--- config.mk ---
export PLATFORM = sky130hd
export DESIGN_NAME = fspp_top
export DESIGN_NICKNAME = d
export VERILOG_FILES = /design/src/hw/fspp_top.v /design/src/hw/fspp_ptr_gen.v
export VERILOG_INCLUDE_DIRS = /design/src /design/src/hw
export SDC_FILE = /design/constraint.sdc
export NUM_CORES = 1
export LEC_CHECK = 0
export ABC_AREA = 1
export BUFFER_PORTS_ARGS = -buffer_cell sky130_fd_sc_hd__buf_2
export CORE_MARGIN = 8
export CORE_UTILIZATION = 50
export CTS_CLUSTER_SIZE = 20
export DETAILED_ROUTE_END_ITERATION = 6
export PLACE_DENSITY = 0.71
export SLEW_MARGIN = 20
export SYNTH_ARGS = -nofsm -noshare
export SYNTH_HDL_FRONTEND = slang
export SYNTH_SLANG_ARGS = --single-unit
export TNS_END_PERCENT = 10
--- constraint.sdc ---
create_clock -name hclk -period 3.4 [get_ports hclk]
set_input_delay 0.68 -clock hclk [delete_from_list [all_inputs] [get_ports hclk]]
set_output_delay 0.68 -clock hclk [all_outputs]
set_load 0.01 [all_outputs]
--- src/hw/fspp_defs.vh ---
// shared constants for the frame sync and pointer processor
`ifndef FSPP_DEFS_VH
`define FSPP_DEFS_VH

// clock rate and times, each time in its own unit
`define FSPP_CLK_MHZ 10
`define FSPP_SEARCH_US 625
// cycle counts at the clock above, sized to the timer width
`define FSPP_SEARCH_CYC 16'h186A
`define FSPP_HOLD_US 3000
`define FSPP_HOLD_CYC 16'h7530

// frame geometry, octet positions within one frame
`define FSPP_FRAME_OCTETS 18'h24BF8
`define FSPP_PAT_OCTET 18'h000BE
`define FSPP_PTR_HIGH_POS 18'h0CA80
`define FSPP_PTR_LOW_POS 18'h0CB40
`define FSPP_PTR_ACT_POS 18'h0CC00
`define FSPP_PTR_ACT_END 18'h0CCC0
`define FSPP_PSTUFF_END 18'h0CD80

// framing octets, the miss subset mask, and the miss, lock and zero-run counts
`define FSPP_FIRST_OCTET 8'hF6
`define FSPP_SECOND_OCTET 8'h28
`define FSPP_MISS_MASK 32'h0000FFFF
`define FSPP_MISS_LIMIT 3'h4
`define FSPP_LOCK_GOOD 4'h8
`define FSPP_ZERO_WORDS 8'h40

// pointer coding
`define FSPP_FLAG_NORM 4'h6
`define FSPP_FLAG_SET 4'h9
`define FSPP_I_MASK 10'h2AA
`define FSPP_D_MASK 10'h155
`define FSPP_PTR_MAX 10'h30E
`define FSPP_TX_HOLD 2'h3
`define FSPP_RX_REPEAT 2'h3

// register offsets and fields
`define FSPP_CTRL_OFS 32'h00000000
`define FSPP_STATUS_OFS 32'h00000004
`define FSPP_TXCMD_OFS 32'h00000008
`define FSPP_RXPTR_OFS 32'h0000000C
`define FSPP_CTRL_INTEG_BIT 0
`define FSPP_ST_FAULT_BIT 0
`define FSPP_ST_LOCK_BIT 1
`define FSPP_ST_ABSENT_BIT 2
`define FSPP_TX_INC_BIT 0
`define FSPP_TX_DEC_BIT 1
`define FSPP_TX_SET_BIT 2
`define FSPP_PTR_LSB 16
`define FSPP_CTRL_RESET 32'h00000000
`define FSPP_CTRL_INTEG_RESET 1'b0

`endif

--- src/hw/fspp_top.v ---
// receive frame alignment, signal loss, pointer handling and register slave
// How it works
// - expect framing pattern every 150,520 octets
// - forward aligned octets only while frame locked
// - match bit subsets; raise and clear subsets differ
// - reset drops lock and raises fault
// - raise fault when search exceeds 625 us
// - raise fault after four consecutive missed patterns
// - miss subset small enough for rare faults
// - clear fault after two consecutive clean patterns
// - drop lock after 3 ms continuous fault
// - lock after eight clean patterns past fault
// - integration timer accumulates fault, resets after 3 ms
// - integration: drop at 3 ms, restore after 3 ms
// - flag signal absence on long all-zeros input
// - clear absence after two clean patterns, no zeros
// - transmit normal flag 0110 with pointer
// - positive stuff: invert increment bits, then plus one
// - negative stuff: invert decrement bits, then minus one
// - new alignment: flag 1001 in first frame only
// - no stuff for three frames after any change
// - accept new pointer without flag 1001 only after three repeats
// - mark H3 octets as stuff except on decrement, and the octets after H3 on increment
// - flag 1001 replaces offset at once
`include "fspp_defs.vh"
module fspp_top #(
  parameter [15:0] SEARCH_CYC = `FSPP_SEARCH_CYC,
  parameter [15:0] HOLD_CYC = `FSPP_HOLD_CYC,
  parameter [17:0] FRAME_OCTETS = `FSPP_FRAME_OCTETS,
  parameter [7:0] ZERO_WORDS = `FSPP_ZERO_WORDS
)(
  input wire hclk,
  input wire hresetn,
  input wire ce,
  input wire hsel,
  input wire [31:0] haddr,
  input wire [1:0] htrans,
  input wire hwrite,
  input wire [2:0] hsize,
  input wire [31:0] hwdata,
  input wire hready,
  output wire hreadyout,
  output wire hresp,
  output reg [31:0] hrdata,
  input wire rx_word_clk,
  input wire [15:0] rx_word,
  output reg out_valid,
  output reg [7:0] out_octet,
  output reg out_frame_start,
  output reg out_stuff,
  input wire tx_frame_tick,
  output wire [7:0] tx_h1,
  output wire [7:0] tx_h2,
  output wire tx_h3_payload,
  output wire tx_pos_stuff,
  output reg frame_fault,
  output reg frame_locked,
  output reg signal_absent
);
  localparam ST_SEARCH = 1'b0;
  localparam ST_TRACK = 1'b1;
  localparam [31:0] PATTERN = {`FSPP_FIRST_OCTET, `FSPP_FIRST_OCTET,
                               `FSPP_SECOND_OCTET, `FSPP_SECOND_OCTET};

  // link word clock and data come from another domain
  reg wclk_s1;
  reg wclk_s2;
  reg wclk_s3;
  reg [15:0] wdat_s1;
  reg [15:0] wdat_s2;
  always @(posedge hclk or negedge hresetn) begin
    if (!hresetn) begin
      wclk_s1 <= 1'b0;
      wclk_s2 <= 1'b0;
      wclk_s3 <= 1'b0;
      wdat_s1 <= 16'h0000;
      wdat_s2 <= 16'h0000;
    end else if (ce) begin
      wclk_s1 <= rx_word_clk;
      wclk_s2 <= wclk_s1;
      wclk_s3 <= wclk_s2;
      wdat_s1 <= rx_word;
      wdat_s2 <= wdat_s1;
    end
  end
  // take data on the falling link edge, half a period away from its change
  wire word_stb = wclk_s3 & ~wclk_s2;

  reg [31:0] hist_reg;
  wire [47:0] win = {hist_reg, wdat_s2};
  always @(posedge hclk or negedge hresetn) begin
    if (!hresetn) begin
      hist_reg <= 32'h00000000;
    end else if (ce && word_stb) begin
      hist_reg <= {hist_reg[15:0], wdat_s2};
    end
  end

  // full pattern clears the fault; a 16-bit subset decides a miss
  // the short subset keeps random-error misses rare at high error rates
  wire [15:0] hit_full;
  wire [15:0] hit_part;
  genvar gk;
  generate
    for (gk = 0; gk < 16; gk = gk + 1) begin : g_cmp
      wire [31:0] seg = win[47 - gk -: 32];
      assign hit_full[gk] = (seg == PATTERN);
      assign hit_part[gk] = (((seg ^ PATTERN) & `FSPP_MISS_MASK) == 32'h00000000);
    end
  endgenerate

  reg srch_hit;
  reg [3:0] srch_k;
  integer i;
  always @* begin
    srch_hit = 1'b0;
    srch_k = 4'h0;
    for (i = 15; i >= 0; i = i - 1) begin
      if (hit_full[i]) begin
        srch_hit = 1'b1;
        srch_k = i[3:0];
      end
    end
  end

  reg state_reg;
  reg [3:0] off_reg;
  reg [17:0] pos_reg;
  reg [15:0] srch_tmr;
  reg [1:0] good_reg;
  reg [2:0] miss_reg;
  wire [47:0] win_sh = win << off_reg;
  wire [15:0] aligned = win_sh[47:32];
  wire [17:0] pos_nx = (pos_reg >= FRAME_OCTETS - 18'h00002) ?
                       pos_reg + 18'h00002 - FRAME_OCTETS : pos_reg + 18'h00002;
  wire exp_here = word_stb && state_reg == ST_TRACK && pos_nx == `FSPP_PAT_OCTET;
  wire full_at = hit_full[off_reg];
  wire part_at = hit_part[off_reg];

  always @(posedge hclk or negedge hresetn) begin
    if (!hresetn) begin
      state_reg <= ST_SEARCH;
      off_reg <= 4'h0;
      pos_reg <= 18'h00000;
      srch_tmr <= 16'h0000;
      good_reg <= 2'h0;
      miss_reg <= 3'h0;
      frame_fault <= 1'b1;
    end else if (ce) begin
      case (state_reg)
        ST_SEARCH: begin
          if (srch_tmr == SEARCH_CYC - 16'h0001) begin
            srch_tmr <= 16'h0000;
            frame_fault <= 1'b1;
          end else begin
            srch_tmr <= srch_tmr + 16'h0001;
          end
          if (word_stb && srch_hit) begin
            state_reg <= ST_TRACK;
            off_reg <= srch_k;
            pos_reg <= `FSPP_PAT_OCTET;
            good_reg <= 2'h1;
            miss_reg <= 3'h0;
          end
        end
        ST_TRACK: begin
          srch_tmr <= 16'h0000;
          if (word_stb) begin
            pos_reg <= pos_nx;
          end
          if (exp_here) begin
            if (full_at) begin
              miss_reg <= 3'h0;
              if (good_reg != 2'h3) begin
                good_reg <= good_reg + 2'h1;
              end
              if (good_reg != 2'h0) begin
                frame_fault <= 1'b0;
              end
            end else if (part_at) begin
              miss_reg <= 3'h0;
              good_reg <= 2'h0;
            end else begin
              good_reg <= 2'h0;
              miss_reg <= miss_reg + 3'h1;
              if (miss_reg == `FSPP_MISS_LIMIT - 3'h1) begin
                frame_fault <= 1'b1;
                state_reg <= ST_SEARCH;
              end
            end
          end
        end
        default: begin
          state_reg <= ST_SEARCH;
        end
      endcase
    end
  end

  // lock control, plain and integrating variants
  reg integ_en_reg;
  reg [3:0] lockg_reg;
  reg [15:0] fault_run;
  reg [15:0] clear_run;
  reg [15:0] integ_reg;
  always @(posedge hclk or negedge hresetn) begin
    if (!hresetn) begin
      lockg_reg <= 4'h0;
      fault_run <= 16'h0000;
      clear_run <= 16'h0000;
      integ_reg <= 16'h0000;
      frame_locked <= 1'b0;
    end else if (ce) begin
      if (frame_fault) begin
        lockg_reg <= 4'h0;
      end else if (exp_here) begin
        if (!full_at) begin
          lockg_reg <= 4'h0;
        end else if (lockg_reg != `FSPP_LOCK_GOOD) begin
          lockg_reg <= lockg_reg + 4'h1;
        end
      end
      fault_run <= !frame_fault ? 16'h0000 :
                   (fault_run == HOLD_CYC) ? fault_run : fault_run + 16'h0001;
      clear_run <= frame_fault ? 16'h0000 :
                   (clear_run == HOLD_CYC) ? clear_run : clear_run + 16'h0001;
      if (!frame_fault && clear_run == HOLD_CYC) begin
        integ_reg <= 16'h0000;
      end else if (frame_fault && integ_reg != HOLD_CYC) begin
        integ_reg <= integ_reg + 16'h0001;
      end
      if (integ_en_reg) begin
        if (frame_locked && integ_reg == HOLD_CYC) begin
          frame_locked <= 1'b0;
        end else if (!frame_locked && clear_run == HOLD_CYC) begin
          frame_locked <= 1'b1;
        end
      end else begin
        if (frame_locked && fault_run == HOLD_CYC) begin
          frame_locked <= 1'b0;
        end else if (!frame_locked && !frame_fault && lockg_reg == `FSPP_LOCK_GOOD) begin
          frame_locked <= 1'b1;
        end
      end
    end
  end

  // signal absence from a run of all-zeros words
  reg [7:0] zero_run;
  reg [1:0] los_good;
  wire zero_word = word_stb && wdat_s2 == 16'h0000;
  always @(posedge hclk or negedge hresetn) begin
    if (!hresetn) begin
      zero_run <= 8'h00;
      los_good <= 2'h0;
      signal_absent <= 1'b0;
    end else if (ce) begin
      if (zero_word) begin
        los_good <= 2'h0;
        if (zero_run != ZERO_WORDS) begin
          zero_run <= zero_run + 8'h01;
        end
        if (zero_run == ZERO_WORDS - 8'h01) begin
          signal_absent <= 1'b1;
        end
      end else if (word_stb) begin
        zero_run <= 8'h00;
      end
      if (exp_here && !zero_word) begin
        if (!full_at) begin
          los_good <= 2'h0;
        end else begin
          los_good <= (los_good == 2'h2) ? los_good : los_good + 2'h1;
          if (los_good != 2'h0) begin
            signal_absent <= 1'b0;
          end
        end
      end
    end
  end

  // octet emission: each word gives two octets on consecutive cycles
  reg [15:0] em_word;
  reg [17:0] em_pos;
  reg [1:0] em_cnt;
  wire [7:0] oct_now = (em_cnt == 2'h2) ? em_word[15:8] : em_word[7:0];
  wire [17:0] pos_now = (em_cnt == 2'h2) ? em_pos : em_pos + 18'h00001;
  wire em_act = (em_cnt != 2'h0);
  reg inc_frm;
  reg dec_frm;
  wire in_h3 = pos_now >= `FSPP_PTR_ACT_POS && pos_now < `FSPP_PTR_ACT_END;
  wire in_ps = pos_now >= `FSPP_PTR_ACT_END && pos_now < `FSPP_PSTUFF_END;
  always @(posedge hclk or negedge hresetn) begin
    if (!hresetn) begin
      em_word <= 16'h0000;
      em_pos <= 18'h00000;
      em_cnt <= 2'h0;
      out_valid <= 1'b0;
      out_octet <= 8'h00;
      out_frame_start <= 1'b0;
      out_stuff <= 1'b0;
    end else if (ce) begin
      if (word_stb && state_reg == ST_TRACK && frame_locked) begin
        em_word <= aligned;
        em_pos <= pos_nx;
        em_cnt <= 2'h2;
      end else if (em_act) begin
        em_cnt <= em_cnt - 2'h1;
      end
      out_valid <= em_act && frame_locked;
      if (em_act) begin
        out_octet <= oct_now;
        out_frame_start <= (pos_now == 18'h00000);
        out_stuff <= in_h3 ? ~dec_frm : (in_ps & inc_frm);
      end
    end
  end

  // receive pointer interpretation
  reg [7:0] ptr_hi_reg;
  reg [9:0] rx_off;
  reg [9:0] cand_reg;
  reg [1:0] cand_cnt;
  wire [3:0] flag_bits = ptr_hi_reg[7:4];
  wire [9:0] pv = {ptr_hi_reg[1:0], oct_now};
  always @(posedge hclk or negedge hresetn) begin
    if (!hresetn) begin
      ptr_hi_reg <= 8'h00;
      rx_off <= 10'h000;
      cand_reg <= 10'h000;
      cand_cnt <= 2'h0;
      inc_frm <= 1'b0;
      dec_frm <= 1'b0;
    end else if (ce && em_act) begin
      if (pos_now == 18'h00000) begin
        inc_frm <= 1'b0;
        dec_frm <= 1'b0;
      end
      if (pos_now == `FSPP_PTR_HIGH_POS) begin
        ptr_hi_reg <= oct_now;
      end
      if (pos_now == `FSPP_PTR_LOW_POS) begin
        if (flag_bits == `FSPP_FLAG_SET) begin
          rx_off <= pv;
          cand_cnt <= 2'h0;
        end else if (flag_bits == `FSPP_FLAG_NORM && pv == (rx_off ^ `FSPP_I_MASK)) begin
          rx_off <= (rx_off == `FSPP_PTR_MAX) ? 10'h000 : rx_off + 10'h001;
          inc_frm <= 1'b1;
          cand_cnt <= 2'h0;
        end else if (flag_bits == `FSPP_FLAG_NORM && pv == (rx_off ^ `FSPP_D_MASK)) begin
          rx_off <= (rx_off == 10'h000) ? `FSPP_PTR_MAX : rx_off - 10'h001;
          dec_frm <= 1'b1;
          cand_cnt <= 2'h0;
        end else if (pv != rx_off) begin
          if (pv == cand_reg && cand_cnt == `FSPP_RX_REPEAT - 2'h1) begin
            rx_off <= pv;
            cand_cnt <= 2'h0;
          end else if (pv == cand_reg && cand_cnt != 2'h0) begin
            cand_cnt <= cand_cnt + 2'h1;
          end else begin
            cand_reg <= pv;
            cand_cnt <= 2'h1;
          end
        end else begin
          cand_cnt <= 2'h0;
        end
      end
    end
  end

  // AHB-Lite slave, zero wait states, always OKAY
  reg dph_wr;
  reg [31:0] dph_addr;
  wire ap_take = hsel && hready && htrans[1];
  wire tx_busy;
  wire [9:0] tx_ptr;
  wire wr_tx = dph_wr && dph_addr == `FSPP_TXCMD_OFS;
  reg [31:0] rd_val;
  assign hreadyout = 1'b1;
  assign hresp = 1'b0;
  always @* begin
    rd_val = 32'h00000000;
    case (haddr)
      `FSPP_CTRL_OFS: rd_val[`FSPP_CTRL_INTEG_BIT] = integ_en_reg;
      `FSPP_STATUS_OFS: begin
        rd_val[`FSPP_ST_FAULT_BIT] = frame_fault;
        rd_val[`FSPP_ST_LOCK_BIT] = frame_locked;
        rd_val[`FSPP_ST_ABSENT_BIT] = signal_absent;
      end
      `FSPP_TXCMD_OFS: begin
        rd_val[0] = tx_busy;
        rd_val[`FSPP_PTR_LSB +: 10] = tx_ptr;
      end
      `FSPP_RXPTR_OFS: rd_val[`FSPP_PTR_LSB +: 10] = rx_off;
      default: rd_val = 32'h00000000;
    endcase
  end
  always @(posedge hclk or negedge hresetn) begin
    if (!hresetn) begin
      dph_wr <= 1'b0;
      dph_addr <= 32'h00000000;
      hrdata <= 32'h00000000;
      integ_en_reg <= `FSPP_CTRL_INTEG_RESET;
    end else if (ce) begin
      if (hready) begin
        dph_wr <= ap_take && hwrite;
        dph_addr <= haddr;
        hrdata <= (ap_take && !hwrite) ? rd_val : 32'h00000000;
      end
      if (dph_wr && dph_addr == `FSPP_CTRL_OFS) begin
        integ_en_reg <= hwdata[`FSPP_CTRL_INTEG_BIT];
      end
    end
  end

  fspp_ptr_gen u_ptr_gen (
    .hclk(hclk),
    .hresetn(hresetn),
    .ce(ce),
    .frame_tick(tx_frame_tick),
    .inc_req(wr_tx && hwdata[`FSPP_TX_INC_BIT]),
    .dec_req(wr_tx && hwdata[`FSPP_TX_DEC_BIT]),
    .set_req(wr_tx && hwdata[`FSPP_TX_SET_BIT]),
    .set_val(hwdata[`FSPP_PTR_LSB +: 10]),
    .busy(tx_busy),
    .ptr_cur(tx_ptr),
    .h1_reg(tx_h1),
    .h2_reg(tx_h2),
    .h3_payload_reg(tx_h3_payload),
    .pos_stuff_reg(tx_pos_stuff)
  );
endmodule

--- src/hw/fspp_ptr_gen.v ---
// transmit payload pointer generator, one pointer word per frame
`include "fspp_defs.vh"
module fspp_ptr_gen (
  input wire hclk,
  input wire hresetn,
  input wire ce,
  input wire frame_tick,
  input wire inc_req,
  input wire dec_req,
  input wire set_req,
  input wire [9:0] set_val,
  output wire busy,
  output wire [9:0] ptr_cur,
  output reg [7:0] h1_reg,
  output reg [7:0] h2_reg,
  output reg h3_payload_reg,
  output reg pos_stuff_reg
);
  reg [9:0] ptr_reg;
  reg [9:0] sv_reg;
  reg inc_pend_reg;
  reg dec_pend_reg;
  reg set_pend_reg;
  reg [1:0] hold_reg;
  wire [9:0] inc_code = ptr_reg ^ `FSPP_I_MASK;
  wire [9:0] dec_code = ptr_reg ^ `FSPP_D_MASK;

  assign busy = set_pend_reg | inc_pend_reg | dec_pend_reg;
  assign ptr_cur = ptr_reg;

  always @(posedge hclk or negedge hresetn) begin
    if (!hresetn) begin
      ptr_reg <= 10'h000;
      sv_reg <= 10'h000;
      inc_pend_reg <= 1'b0;
      dec_pend_reg <= 1'b0;
      set_pend_reg <= 1'b0;
      hold_reg <= 2'h0;
      h1_reg <= {`FSPP_FLAG_NORM, 4'h0};
      h2_reg <= 8'h00;
      h3_payload_reg <= 1'b0;
      pos_stuff_reg <= 1'b0;
    end else if (ce) begin
      if (frame_tick) begin
        h3_payload_reg <= 1'b0;
        pos_stuff_reg <= 1'b0;
        if (set_pend_reg) begin
          // flag 1001 only in the first frame with the new value
          h1_reg <= {`FSPP_FLAG_SET, 2'b00, sv_reg[9:8]};
          h2_reg <= sv_reg[7:0];
          ptr_reg <= sv_reg;
          set_pend_reg <= 1'b0;
          hold_reg <= `FSPP_TX_HOLD;
        end else if (inc_pend_reg && hold_reg == 2'h0) begin
          h1_reg <= {`FSPP_FLAG_NORM, 2'b00, inc_code[9:8]};
          h2_reg <= inc_code[7:0];
          pos_stuff_reg <= 1'b1;
          ptr_reg <= (ptr_reg == `FSPP_PTR_MAX) ? 10'h000 : ptr_reg + 10'h001;
          inc_pend_reg <= 1'b0;
          hold_reg <= `FSPP_TX_HOLD;
        end else if (dec_pend_reg && hold_reg == 2'h0) begin
          h1_reg <= {`FSPP_FLAG_NORM, 2'b00, dec_code[9:8]};
          h2_reg <= dec_code[7:0];
          h3_payload_reg <= 1'b1;
          ptr_reg <= (ptr_reg == 10'h000) ? `FSPP_PTR_MAX : ptr_reg - 10'h001;
          dec_pend_reg <= 1'b0;
          hold_reg <= `FSPP_TX_HOLD;
        end else begin
          h1_reg <= {`FSPP_FLAG_NORM, 2'b00, ptr_reg[9:8]};
          h2_reg <= ptr_reg[7:0];
          if (hold_reg != 2'h0) begin
            hold_reg <= hold_reg - 2'h1;
          end
        end
      end
      // requests while the same kind is pending are dropped
      if (set_req && !set_pend_reg) begin
        set_pend_reg <= 1'b1;
        sv_reg <= set_val;
      end
      if (inc_req && !inc_pend_reg && !dec_pend_reg) begin
        inc_pend_reg <= 1'b1;
      end
      if (dec_req && !dec_pend_reg && !inc_pend_reg && !inc_req) begin
        dec_pend_reg <= 1'b1;
      end
    end
  end
endmodule

==> metrics.md, run 1 <==
| Metric | Value |
|---|---|
| Antenna cells | `0` |
| Post-placement worst setup slack | `0.1844 ns` |
| Worst R2R Path Depth | `22` |
| Static leakage power | `0.01108 uW` |
| Total placed instance area | `0.02176 mm2` |
| Crit path cell chain | `ha_1 > nand2_2 > inv_1 > nor2_4 > ha_1 > inv_1 > nor2_4 > nand2_1 > nor2_4 > nand3b_2 > nand2_2 > nand2_1 > nor2_1 > nand2_1 > clkinv_1 > nand2_2 > nor2_4 > nand3_4 > nand2_4 > nand2_2 > nand2_1 > nand2_1` |
| Synth Area per Inst | `around 7.2 um2` |
| Overall die height | `219.4 um` |
| Area growth from synthesis to layout | `11.85%` |
| Final hold violation count | `0` |
| Netlist cell types | `62` |
| Critical path class | `flip-flop to flip-flop` |
| Overall fraction of global-route tracks in use | `about a quarter` |
| Worst ir drop on vdd | `0.3882 mV` |
| Largest net degree at the start of global routing | `80` |
| Number of enable flip-flop cells after synthesis | `0` |
| Share of post-route cells with drive strength above 1 | `10.51%` |
| Combinational power share | `30.4%` |
| Total wire length | `58470 um` |
| Share of total power in sequential cells | `38.4%` |
| PwrDens | `611.3 mW/mm2` |
| Fraction of the cycle the final worst path needs | `89.95%` |
| Worst reg2reg setup slack | `0.34 ns` |
| HPWL after detailed placement | `43560 um` |
| Number of levels in the clock H-tree | `2` |
| Part of the total power dissipated in the clock network | `a little under a third` |
| Chip width | `219.4 um` |
| Gr ovfl total | `0` |
| Crit path setup slack, layout | `approximately 0.34 ns` |
| Number of detailed-routing iterations run before antenna repair | `7` |
| Drt drc | `0` |
| Switching part of the total | `38.23%` |
| Endpoint of the worst-slack reg-to-reg timing path | `miss_reg[0]` |
| Count of buffers from port buffering | `112` |
| Cell area after synthesis | `approximately 0.021 mm2` |
| FMAX | `327.0 MHz` |
| Hold Buf Count CTS | `0` |
| Total CTS buffers | `39` |
| Post-synthesis sequential area ratio | `40.77%` |
| Total net switching power | `5409 uW` |
| Largest delay contributor family on the critical path | `simple AND/OR/NAND/NOR gates` |
| Count of nets left with antenna violations after detail routing | `0` |
| Standard cell core area | `about 0.041 mm2` |
| CTS tree | `yes` |
| Number of pins exceeding their max-slew limit in the final report | `0` |
| Violation count after the first detailed-routing iteration | `1733` |
| Final hold slack | `about 0.12 ns` |
| Number of placed I/O pins | `about 160` |
| Status | `complete, no violations` |
| Worst clock skew | `0.01862 ns` |
| Clock Path Buffers | `3` |
| Placed cells | `~3.5k` |
| Global-route wire length before repair | `96460 um` |
| Number of instances in the synthesized netlist | `2875` |
| Clock-pin slew reported for the worst setup and hold paths after clock tree synthesis | `0.06 ns` |
| Setup TNS | `0 ns` |
| Library cell used as clock root buffer | `sky130_fd_sc_hd__clkbuf_16` |
| Worst setup SP type | `flip-flop` |
| Data required time of the critical path | `3.85 ns` |
| # setup viols final | `0` |
| Via count of the first global-routing pass | `19.23k` |
| Fin cells | `3529` |
| Max incr delay on CP | `0.44 ns` |
| Post-route design area | `0.02314 mm2` |
| Via total after detailed routing | `19.72k` |
| Kind of end point of the critical path | `flip-flop` |
| Antenna violations before repair | `0` |
| Cell mode on critical path | `sky130_fd_sc_hd__nand2_1` |
| Worst rel slew slack | `a little under half` |
| #FFs+latches synth | `between 300 and 400` |
| MaxCap Viol Count | `0` |
| Time the worst path needs with I/O delays and setup | `3.058 ns` |
| Crit path arrival time | `3.51 ns` |
| Maximum fanout encountered on the critical timing path | `9` |
| Die area | `~0.048 mm2` |
| Most frequently used flop master after synthesis | `sky130_fd_sc_hd__dfrtp_1` |
| Clock latency at the later pin of the worst-skew pair | `0.56 ns` |
| Final-stage net count | `3096` |
| Critical-path cell with the highest stage delay | `sky130_fd_sc_hd__dfrtp_2` |
| Routability congestion estimate | `0.9675` |
| Critical path buffers and inverters | `3` |
| Initial Utilization | `50.67%` |
| Number of clock sinks seen by CTS | `approximately 340` |
| Worst hold path type | `primary input to asynchronous set/reset pin` |
| Post-synthesis async set-or-reset flop share | `100.0%` |
| Number of vias per cell | `5.587` |
| Site Rows | `74` |
| Routed wire length per instance | `16.57 um` |
| Launching point of the worst reg2reg path | `pos_reg[2]` |
| Internal power consumption | `8739 uW` |
| Actual slew at the worst max-slew pin | `around 0.81 ns` |
| Number of warnings reported in the yosys synthesis log | `0` |
## what timing repair did
item / 4_1_cts / 5_1_grt
setup buffers: 0 / 1
gates resized for setup: 0 / 9
endpoints found under the setup margin: 0 / 14
## worst register-to-register path: stages (launching register included)
cell,delay [ns]
sky130_fd_sc_hd__dfrtp_2,0.44
sky130_fd_sc_hd__ha_1,0.24
sky130_fd_sc_hd__nand2_2,0.10
sky130_fd_sc_hd__inv_1,0.10
sky130_fd_sc_hd__nor2_4,0.13
sky130_fd_sc_hd__ha_1,0.18
sky130_fd_sc_hd__inv_1,0.07
sky130_fd_sc_hd__nor2_4,0.12
sky130_fd_sc_hd__nand2_1,0.09
sky130_fd_sc_hd__nor2_4,0.19
sky130_fd_sc_hd__nand3b_2,0.13
sky130_fd_sc_hd__nand2_2,0.14
sky130_fd_sc_hd__nand2_1,0.06
sky130_fd_sc_hd__nor2_1,0.08
sky130_fd_sc_hd__nand2_1,0.07
sky130_fd_sc_hd__clkinv_1,0.06
sky130_fd_sc_hd__nand2_2,0.05
sky130_fd_sc_hd__nor2_4,0.20
sky130_fd_sc_hd__nand3_4,0.16
sky130_fd_sc_hd__nand2_4,0.16
sky130_fd_sc_hd__nand2_2,0.08
sky130_fd_sc_hd__nand2_1,0.07
sky130_fd_sc_hd__nand2_1,0.05
## metrics by stage
stage / util (%) / total power, uW
after CTS: 56.59 / 14170
after floorplan: - / 8318
final: 56.68 / 14150
after global placement: 53.30 / 9554
after global routing: 56.68 / 15050
after detailed placement: 53.30 / 9676
## cell type report
cell class | instances | area [um2]
Clock buffer | 55 | 1149
Inverter | 350 | 1316
Fill cell | 3857 | 17690
Clock inverter | 12 | 193.9
Sequential cell | 337 | 8438
Tap cell | 532 | 665.6
Multi-Input combinational cell | 2088 | 10460
Timing Repair Buffer | 155 | 918.4
## logic make-up (layout without fill, tap and decap cells)
logic type / Yosys count / count (layout) / synth area share [%]
muxes: 23 / 23 / 1.173
other: 2 / 23 / 0.03630
AOI/OAI and AO/OA: 441 / 441 / 12.00
xor gates and xnor gates: 51 / 51 / 2.268
adders and majority gates: 32 / 32 / 1.935
buffers and inverters: 471 / 572 / 9.204
DFF: 337 / 337 / 40.77
and+or+nand+nor: 1518 / 1518 / 32.61
## placed cells by master, fill, tap and decap left out, types with 32 or more instances in the layout
master | netlist | routed
sky130_fd_sc_hd__buf_4 | 28 | 41
sky130_fd_sc_hd__nor2_1 | 285 | 282
sky130_fd_sc_hd__xor2_1 | 41 | 41
sky130_fd_sc_hd__a21oi_1 | 88 | 88
sky130_fd_sc_hd__o22ai_1 | 32 | 32
sky130_fd_sc_hd__clkbuf_16 | 0 | 41
sky130_fd_sc_hd__o21ai_0 | 226 | 226
sky130_fd_sc_hd__nand2_1 | 716 | 714
sky130_fd_sc_hd__buf_2 | 12 | 111
sky130_fd_sc_hd__dfrtp_1 | 335 | 333
sky130_fd_sc_hd__inv_1 | 333 | 333
sky130_fd_sc_hd__ha_1 | 32 | 32
sky130_fd_sc_hd__nand3_1 | 199 | 198
sky130_fd_sc_hd__nor3_1 | 103 | 103
sky130_fd_sc_hd__nand4_1 | 93 | 93
sky130_fd_sc_hd__nor4_1 | 48 | 48
## per-layer routing
| layer | GRT usage [%] | routed length, um | up-vias |
|---|---|---|---|
| met3 | 2.974 | 3280 | 143 |
| met4 | 9.631 | 2039 | 0 |
| met1 | 32.32 | 25750 | 9284 |
| li1 | - | - | 9651 |
| met2 | 39.40 | 27410 | 638 |
| met5 | 0 | 0 | - |
## synthesized netlist by cell type, types with 10 or more instances
cell type	n	share of area [%]
sky130_fd_sc_hd__nand2_1	716	13
sky130_fd_sc_hd__dfrtp_1	335	41
sky130_fd_sc_hd__inv_1	333	6.0
sky130_fd_sc_hd__nor2_1	285	5.2
sky130_fd_sc_hd__o21ai_0	226	5.5
sky130_fd_sc_hd__nand3_1	199	4.8
sky130_fd_sc_hd__nor3_1	103	2.5
sky130_fd_sc_hd__nand4_1	93	2.8
sky130_fd_sc_hd__a21oi_1	88	2.1
sky130_fd_sc_hd__clkbuf_1	68	1.2
sky130_fd_sc_hd__nor4_1	48	1.5
sky130_fd_sc_hd__xor2_1	41	1.7
sky130_fd_sc_hd__ha_1	32	1.9
sky130_fd_sc_hd__o22ai_1	32	0.97
sky130_fd_sc_hd__buf_4	28	1.0
sky130_fd_sc_hd__nand2_2	24	0.73
sky130_fd_sc_hd__o211ai_1	15	0.54
sky130_fd_sc_hd__o21ai_1	15	0.36
sky130_fd_sc_hd__a31oi_1	13	0.39
sky130_fd_sc_hd__mux2i_1	13	0.63
sky130_fd_sc_hd__a22o_1	12	0.51
sky130_fd_sc_hd__buf_2	12	0.29
sky130_fd_sc_hd__buf_1	11	0.20
sky130_fd_sc_hd__inv_2	11	0.20
sky130_fd_sc_hd__mux2_2	10	0.54
## worst max path at each step
stage          startpoint            to  cells past startpoint
2_1_floorplan  pos_reg[1]   miss_reg[0]                     22
3_3_place_gp   pos_reg[2]   miss_reg[1]                     22
3_5_place_dp   pos_reg[2]   miss_reg[0]                     22
4_1_cts        pos_reg[2]   miss_reg[0]                     22
5_1_grt        pos_reg[2]  lockg_reg[2]                     22
6_report       pos_reg[2]   miss_reg[0]                     22
## power groups by stage
stage	clock (uW)	sequential (uW)	combinational, uW
detailed placement	0	5470	4210
finish	4430	5430	4290
global placement	0	5440	4110
CTS	4530	5410	4230
global route	4680	5520	4850
floorplan	0	5230	3080
Power figures use the tool's default switching activity.
==> run 2: changes to the inputs <==
--- a/config.mk
+++ b/config.mk
@@ -13,7 +13,7 @@
 export CTS_CLUSTER_SIZE = 20
 export DETAILED_ROUTE_END_ITERATION = 6
 export PLACE_DENSITY = 0.71
-export SLEW_MARGIN = 20
+export SLEW_MARGIN = 30
 export SYNTH_ARGS = -nofsm -noshare
 export SYNTH_HDL_FRONTEND = slang
 export SYNTH_SLANG_ARGS = --single-unit
==> constraint.sdc (replaced) <==
create_clock -name hclk -period 2.9 [get_ports hclk]
set_input_delay 0.58 -clock hclk [delete_from_list [all_inputs] [get_ports hclk]]
set_output_delay 0.58 -clock hclk [all_outputs]
set_load 0.01 [all_outputs]
==> metrics.md, run 2 (synthesis results as in run 1) <==
| Metric | Value |
|---|---|
| Total CTS buffers | `40` |
| Routed wire length per instance | `16.80 um` |
| Overall fraction of global-route tracks in use | `around a quarter` |
| Worst clock skew | `0.02357 ns` |
| CTS tree | `yes` |
| Drt drc | `0` |
| Critical path class | `flip-flop to flip-flop` |
| Maximum fanout encountered on the critical timing path | `6` |
| Final hold slack | `about 0.22 ns` |
| Crit path arrival time | `3.32 ns` |
| Crit path depth | `21` |
| Chip width | `219.4 um` |
| Largest delay contributor family on the critical path | `simple AND/OR/NAND/NOR gates` |
| Area growth from synthesis to layout | `16.50%` |
| Cell mode on critical path | `sky130_fd_sc_hd__nand2_2` |
| Number of clock sinks seen by CTS | `between 300 and 400` |
| Share of post-route cells with drive strength above 1 | `13.71%` |
| Post-placement worst setup slack | `-0.003100 ns` |
| Crit path cell chain | `ha_4 > nand2_4 > buf_6 > nor2_4 > nand2_2 > nand2_2 > nand3_4 > nor2_4 > nand3_2 > nand2_2 > nand2_2 > nand2_2 > nand2_2 > nor2_2 > nand2_2 > nor2_4 > nand3_4 > nand2_4 > nand2_4 > nand2_2 > nand2_2` |
| Number of detailed-routing iterations run before antenna repair | `6` |
| Critical path buffers and inverters | `1` |
| Antenna cells | `0` |
| Standard cell core area | `0.04083 mm2` |
| Final-stage net count | `3164` |
| Clock-pin slew reported for the worst setup and hold paths after clock tree synthesis | `0.06 ns` |
| Gr ovfl total | `0` |
| Routability congestion estimate | `0.9664` |
| Global-route wire length before repair | `98620 um` |
| Fillers | `3787` |
| Hold Path Cell Cnt | `3` |
| Critical-path cell with the highest stage delay | `sky130_fd_sc_hd__dfrtp_1` |
| Kind of end point of the critical path | `flip-flop` |
| Final hold violation count | `0` |
| Number of pins exceeding their max-slew limit in the final report | `0` |
| Clock latency at the later pin of the worst-skew pair | `slightly below 0.6 ns` |
| Clock Path Buffers | `3` |
| Count of nets left with antenna violations after detail routing | `0` |
| Violation count after the first detailed-routing iteration | `between 1.5k and 2k` |
| Count of buffers from port buffering | `around 110` |
| HPWL after detailed placement | `45100 um` |
| Library cell used as clock root buffer | `sky130_fd_sc_hd__clkbuf_16` |
| Time the worst path needs with I/O delays and setup | `2.879 ns` |
| Crit path setup slack, layout | `0.02145 ns` |
| Max incr delay on CP | `~0.40 ns` |
| Unrepaired setup endpoints after global routing | `true` |
| Setup TNS | `0 ns` |
| Number of placed I/O pins | `159` |
| Via total after detailed routing | `~20k` |
| Overall die height | `219.4 um` |
| Worst rel slew slack | `51.31%` |
| MaxCap Viol Count | `0` |
| Actual slew at the worst max-slew pin | `0.7295 ns` |
| Site Rows | `74` |
| # setup viols final | `0` |
| Worst hold path type | `primary input to flip-flop` |
| FMAX | `347.4 MHz` |
| Largest net degree at the start of global routing | `77` |
| Fraction of the cycle the final worst path needs | `slightly below 100%` |
| Total wire length | `60530 um` |
| Status | `complete, no violations` |
| Total power after layout | `17850 uW` |
| Die area | `between 0.04 and 0.05 mm2` |
| Number of levels in the clock H-tree | `2` |
| Worst ir drop on vdd | `0.4681 mV` |
| PwrDens | `740.7 mW/mm2` |
| Data required time of the critical path | `about 3.4 ns` |
| Most frequent cells in the layout | `701 x sky130_fd_sc_hd__nand2_1, 333 x sky130_fd_sc_hd__dfrtp_1, 332 x sky130_fd_sc_hd__inv_1, 277 x sky130_fd_sc_hd__nor2_1, 226 x sky130_fd_sc_hd__o21ai_0` |
| Worst R2R Path Depth | `21` |
| Via count of the first global-routing pass | `around 20k` |
| Most frequent standard cell in the layout excluding fill and tap cells | `sky130_fd_sc_hd__nand2_1` |
| Worst setup SP type | `flip-flop` |
| Antenna violations before repair | `0` |
| Number of vias per cell | `approximately 5.6` |
| Static leakage power | `0.01157 uW` |
| Initial Utilization | `between 50% and 60%` |
-- run 2: cell types whose count changed in the layout (fill, tap and decap cells not counted), sizes merged --
cell	delta
dlygate4sd3	+1
bufinv	+4
nand2	+1
clkinvlp	+4
clkbuf	-7
clkinv	+6
buf	+65
-- run 2: routing by layer --
layer  vias up  routed length (um)  global-route usage, %
met1      9510               26290                  33.02
met3       129                3693                  3.167
met2       653               28610                  40.99
li1       9797                   -                      -
met4         0                1940                  9.564
met5         -                   0                      0
-- run 2: worst register-to-register path: stages (launching register included) --
cell,delay (ns)
sky130_fd_sc_hd__dfrtp_1,0.40
sky130_fd_sc_hd__ha_4,0.18
sky130_fd_sc_hd__nand2_4,0.06
sky130_fd_sc_hd__buf_6,0.12
sky130_fd_sc_hd__nor2_4,0.21
sky130_fd_sc_hd__nand2_2,0.09
sky130_fd_sc_hd__nand2_2,0.10
sky130_fd_sc_hd__nand3_4,0.09
sky130_fd_sc_hd__nor2_4,0.18
sky130_fd_sc_hd__nand3_2,0.12
sky130_fd_sc_hd__nand2_2,0.11
sky130_fd_sc_hd__nand2_2,0.06
sky130_fd_sc_hd__nand2_2,0.06
sky130_fd_sc_hd__nand2_2,0.06
sky130_fd_sc_hd__nor2_2,0.11
sky130_fd_sc_hd__nand2_2,0.07
sky130_fd_sc_hd__nor2_4,0.21
sky130_fd_sc_hd__nand3_4,0.19
sky130_fd_sc_hd__nand2_4,0.17
sky130_fd_sc_hd__nand2_4,0.07
sky130_fd_sc_hd__nand2_2,0.06
sky130_fd_sc_hd__nand2_2,0.05
-- run 2: layout make-up --
cell class | instances | area, um2 | area share, %
sequential | 337 | 8438 | 35.01
inverter | 350 | 1319 | 5.471
timing repair buffer | 221 | 1530 | 6.348
clock inverter | 26 | 390.4 | 1.620
clock buffer | 48 | 1092 | 4.532
multi-input combinational | 2089 | 10670 | 44.26
tap | 532 | 665.6 | 2.761
-- run 2: worst paths after layout --
check | startpoint | end | slack [ns]
max | pos_reg[2] | miss_reg[0] | 0.02
min | rx_word[0] | wdat_s1[0] | 0.22
max reg2reg | pos_reg[2] | miss_reg[0] | 0.02
min reg2reg | wdat_s1[0] | wdat_s1[0] | 0.47
max in group asynchronous | hresetn | u_ptr_gen.sv_reg[9] | 1.48
min in group asynchronous | hresetn | wdat_s1[15] | 0.54
-- run 2: what timing repair did --
| action | in CTS | in global routing |
|---|---|---|
| gates resized for setup | 3 | 57 |
| gates cloned | 1 | 0 |
| pin swaps | 6 | 32 |
| hold buffers | 1 | 0 |
| setup endpoints to repair | 9 | 44 |
| endpoints found under the hold margin | 48 | 0 |
| setup buffers | 4 | 4 |
-- run 2: where the power goes --
part | total (uW) | internal, uW | switching [uW]
clock | 5640 | 3510 | 2130
combinational | 5880 | 2060 | 3820
sequential | 6330 | 5500 | 834
-- run 2: metrics by stage --
| stage | instances | util [%] | instance area (um2) |
|---|---|---|---|
| CTS | 3599 | 58.35 | 23830 |
| global route | 3603 | 59.03 | 24100 |
| floorplan | 2896 | - | 20770 |
| global placement | 3519 | 54.58 | 22290 |
| detailed placement | 3519 | 54.58 | 22290 |
| finish | 3603 | 59.03 | 24100 |
==> run 3: changes to the inputs <==
--- a/config.mk
+++ b/config.mk
@@ -13,6 +13,7 @@
 export CTS_CLUSTER_SIZE = 20
 export DETAILED_ROUTE_END_ITERATION = 6
 export PLACE_DENSITY = 0.71
+export SETUP_SLACK_MARGIN = 0.4
 export SLEW_MARGIN = 30
 export SYNTH_ARGS = -nofsm -noshare
 export SYNTH_HDL_FRONTEND = slang
==> metrics.md, run 3 (synthesis results as in run 1) <==
| Metric | Value |
|---|---|
| Worst reg2reg setup slack | `roughly 0.16 ns` |
| Area growth from synthesis to layout | `16.90%` |
| Number of vias per cell | `between 5 and 6` |
| Placed cells | `3517` |
| Die area | `0.04815 mm2` |
| PwrDens | `735.6 mW/mm2` |
| Antenna cells | `0` |
| Worst rel slew slack | `approximately 55%` |
| Routability congestion estimate | `0.9594` |
| Final hold violation count | `0` |
| Number of detailed-routing iterations run before antenna repair | `6` |
| Max incr delay on CP | `slightly above 0.4 ns` |
| Drt drc | `0` |
| Via count of the first global-routing pass | `19.51k` |
| Gr ovfl total | `0` |
| Time the worst path needs with I/O delays and setup | `approximately 2.7 ns` |
| Worst R2R Path Depth | `12` |
| Largest net degree at the start of global routing | `72` |
| Number of levels in the clock H-tree | `2` |
| Total wire length | `between 60000 and 70000 um` |
| Routed wire length per instance | `16.76 um` |
| Static leakage power | `0.01158 uW` |
| Standard cell core area | `0.04083 mm2` |
| Most frequent standard cell in the layout excluding fill and tap cells | `sky130_fd_sc_hd__nand2_1` |
| Fraction of the cycle the final worst path needs | `94.52%` |
| Clock-pin slew reported for the worst setup and hold paths after clock tree synthesis | `0.06 ns` |
| Initial Utilization | `50.67%` |
| Clock Path Buffers | `3` |
| Kind of end point of the critical path | `flip-flop` |
| Count of nets left with antenna violations after detail routing | `0` |
| Data required time of the critical path | `3.34 ns` |
| Number of pins exceeding their max-slew limit in the final report | `0` |
| Worst setup SP type | `flip-flop` |
| Endpoint of the worst-slack reg-to-reg timing path | `rx_off[4]` |
| Total CTS buffers | `40` |
| Overall fraction of global-route tracks in use | `24.99%` |
| Number of placed I/O pins | `159` |
| Unrepaired setup endpoints after global routing | `true` |
| Final-stage net count | `3171` |
| Antenna violations before repair | `0` |
| Crit path setup slack, layout | `0.1590 ns` |
| Actual slew at the worst max-slew pin | `0.6764 ns` |
| # setup viols final | `0` |
| MaxCap Viol Count | `0` |
| Library cell used as clock root buffer | `sky130_fd_sc_hd__clkbuf_16` |
| Most frequent cells in the layout | `702 x sky130_fd_sc_hd__nand2_1, 322 x sky130_fd_sc_hd__inv_1, 322 x sky130_fd_sc_hd__dfrtp_1, 263 x sky130_fd_sc_hd__nor2_1, 226 x sky130_fd_sc_hd__o21ai_0` |
| Chip width | `between 200 and 250 um` |
| HPWL after detailed placement | `45210 um` |
| Launching point of the worst reg2reg path | `em_cnt[0]` |
| Global-route wire length before repair | `99390 um` |
| Critical-path cell with the highest stage delay | `sky130_fd_sc_hd__xor2_1` |
| Worst ir drop on vdd | `0.5535 mV` |
| Number of clock sinks seen by CTS | `roughly 340` |
| Critical path class | `flip-flop to flip-flop` |
| Share of post-route cells with drive strength above 1 | `15.25%` |
| Overall die height | `219.4 um` |
| Worst hold path type | `primary input to asynchronous set/reset pin` |
| Worst clock skew | `0.01566 ns` |
| Maximum fanout encountered on the critical timing path | `10` |
| Violation count after the first detailed-routing iteration | `between 1.5k and 2k` |
| Via total after detailed routing | `20.09k` |
| Site Rows | `74` |
| Hold Buf Count CTS | `0` |
| Crit path cell chain | `inv_1 > ha_1 > buf_4 > o21ai_2 > xor2_1 > inv_1 > nor4_1 > a21oi_1 > o211ai_2 > nand2_4 > nand2_1 > nand2_1` |
| Post-placement worst setup slack | `-0.01706 ns` |
| CTS tree | `yes` |
| Status | `complete, no violations` |
| Crit path arrival time | `about 3.2 ns` |
| Clock latency at the later pin of the worst-skew pair | `about 0.56 ns` |
| Fin cells | `3608` |
| FMAX | `364.8 MHz` |
| Count of buffers from port buffering | `112` |
## run 3: cell count changes in the layout (fill, tap and decap cells not counted), sizes merged
| cell | delta |
|---|---|
| clkbuf | +4 |
| nand2 | +1 |
| inv | -1 |
| buf | +6 |
| clkinvlp | -2 |
| bufinv | -2 |
| dlygate4sd3 | -1 |
## run 3: report_power, final
group	internal (uW)	switching (uW)	leakage, uW
logic	2090	3880	0.00658
registers	5510	832	0.00429
clock network	3410	2060	0.000708
total	11000	6780	0.0116
## run 3: repair_timing
item	in CTS	in global routing
gates cloned	2	0
pin swaps	21	12
endpoints found under the setup margin	53	72
setup buffers	12	5
gates resized for setup	37	54
## run 3: metrics by stage
step	util [%]	cell area [um2]	hold WS [ns]	setup TNS, ns	total power, uW
3_5_place_dp	54.56	22280	0.4591	-0.03799	11800
3_3_place_gp	54.56	22280	0.4555	0	11670
4_1_cts	58.69	23970	0.007809	0	17640
2_1_floorplan	-	20810	0.2844	0	9820
6_report	59.24	24190	0.009228	0	17790
5_1_grt	59.24	24190	0.04341	-0.3697	18880
## run 3: worst max path at each step
stage	slack (ns)	depth (start not counted)	from	to
finish	0.16	12	em_cnt[0]	rx_off[4]
global route	-0.05	21	pos_reg[13]	lockg_reg[1]
CTS	0.21	22	pos_reg[1]	good_reg[0]
global placement	0.05	22	pos_reg[2]	miss_reg[1]
floorplan	0.38	22	pos_reg[1]	miss_reg[1]
detailed placement	-0.02	22	pos_reg[2]	miss_reg[1]
## run 3: layout make-up
type | count | area, um2
Clock buffer | 51 | 1144
Clock inverter | 21 | 295.3
Multi-Input combinational cell | 2090 | 10790
Timing Repair Buffer | 227 | 1520
Fill cell | 3765 | 16640
Tap cell | 532 | 665.6
Sequential cell | 337 | 8452
Inverter | 350 | 1321
## run 3: per-layer routing
layer  global-route usage (%)  wire length (um)  vias up
met4                    7.451              1566        0
met2                    41.15             28590      619
met1                    34.25             27340     9545
met3                    3.002              2955      117
met5                        0                 0        -
li1                         -                 -     9804
## run 3: worst max-delay path: cells and delay by family (launching register included)
kind,cells,cell delay [ns]
simple gates,4,0.68
buf+inv,3,0.34
compound gates,3,0.59
xor+xnor,1,0.41
flops,1,0.36
fa+ha+maj,1,0.24
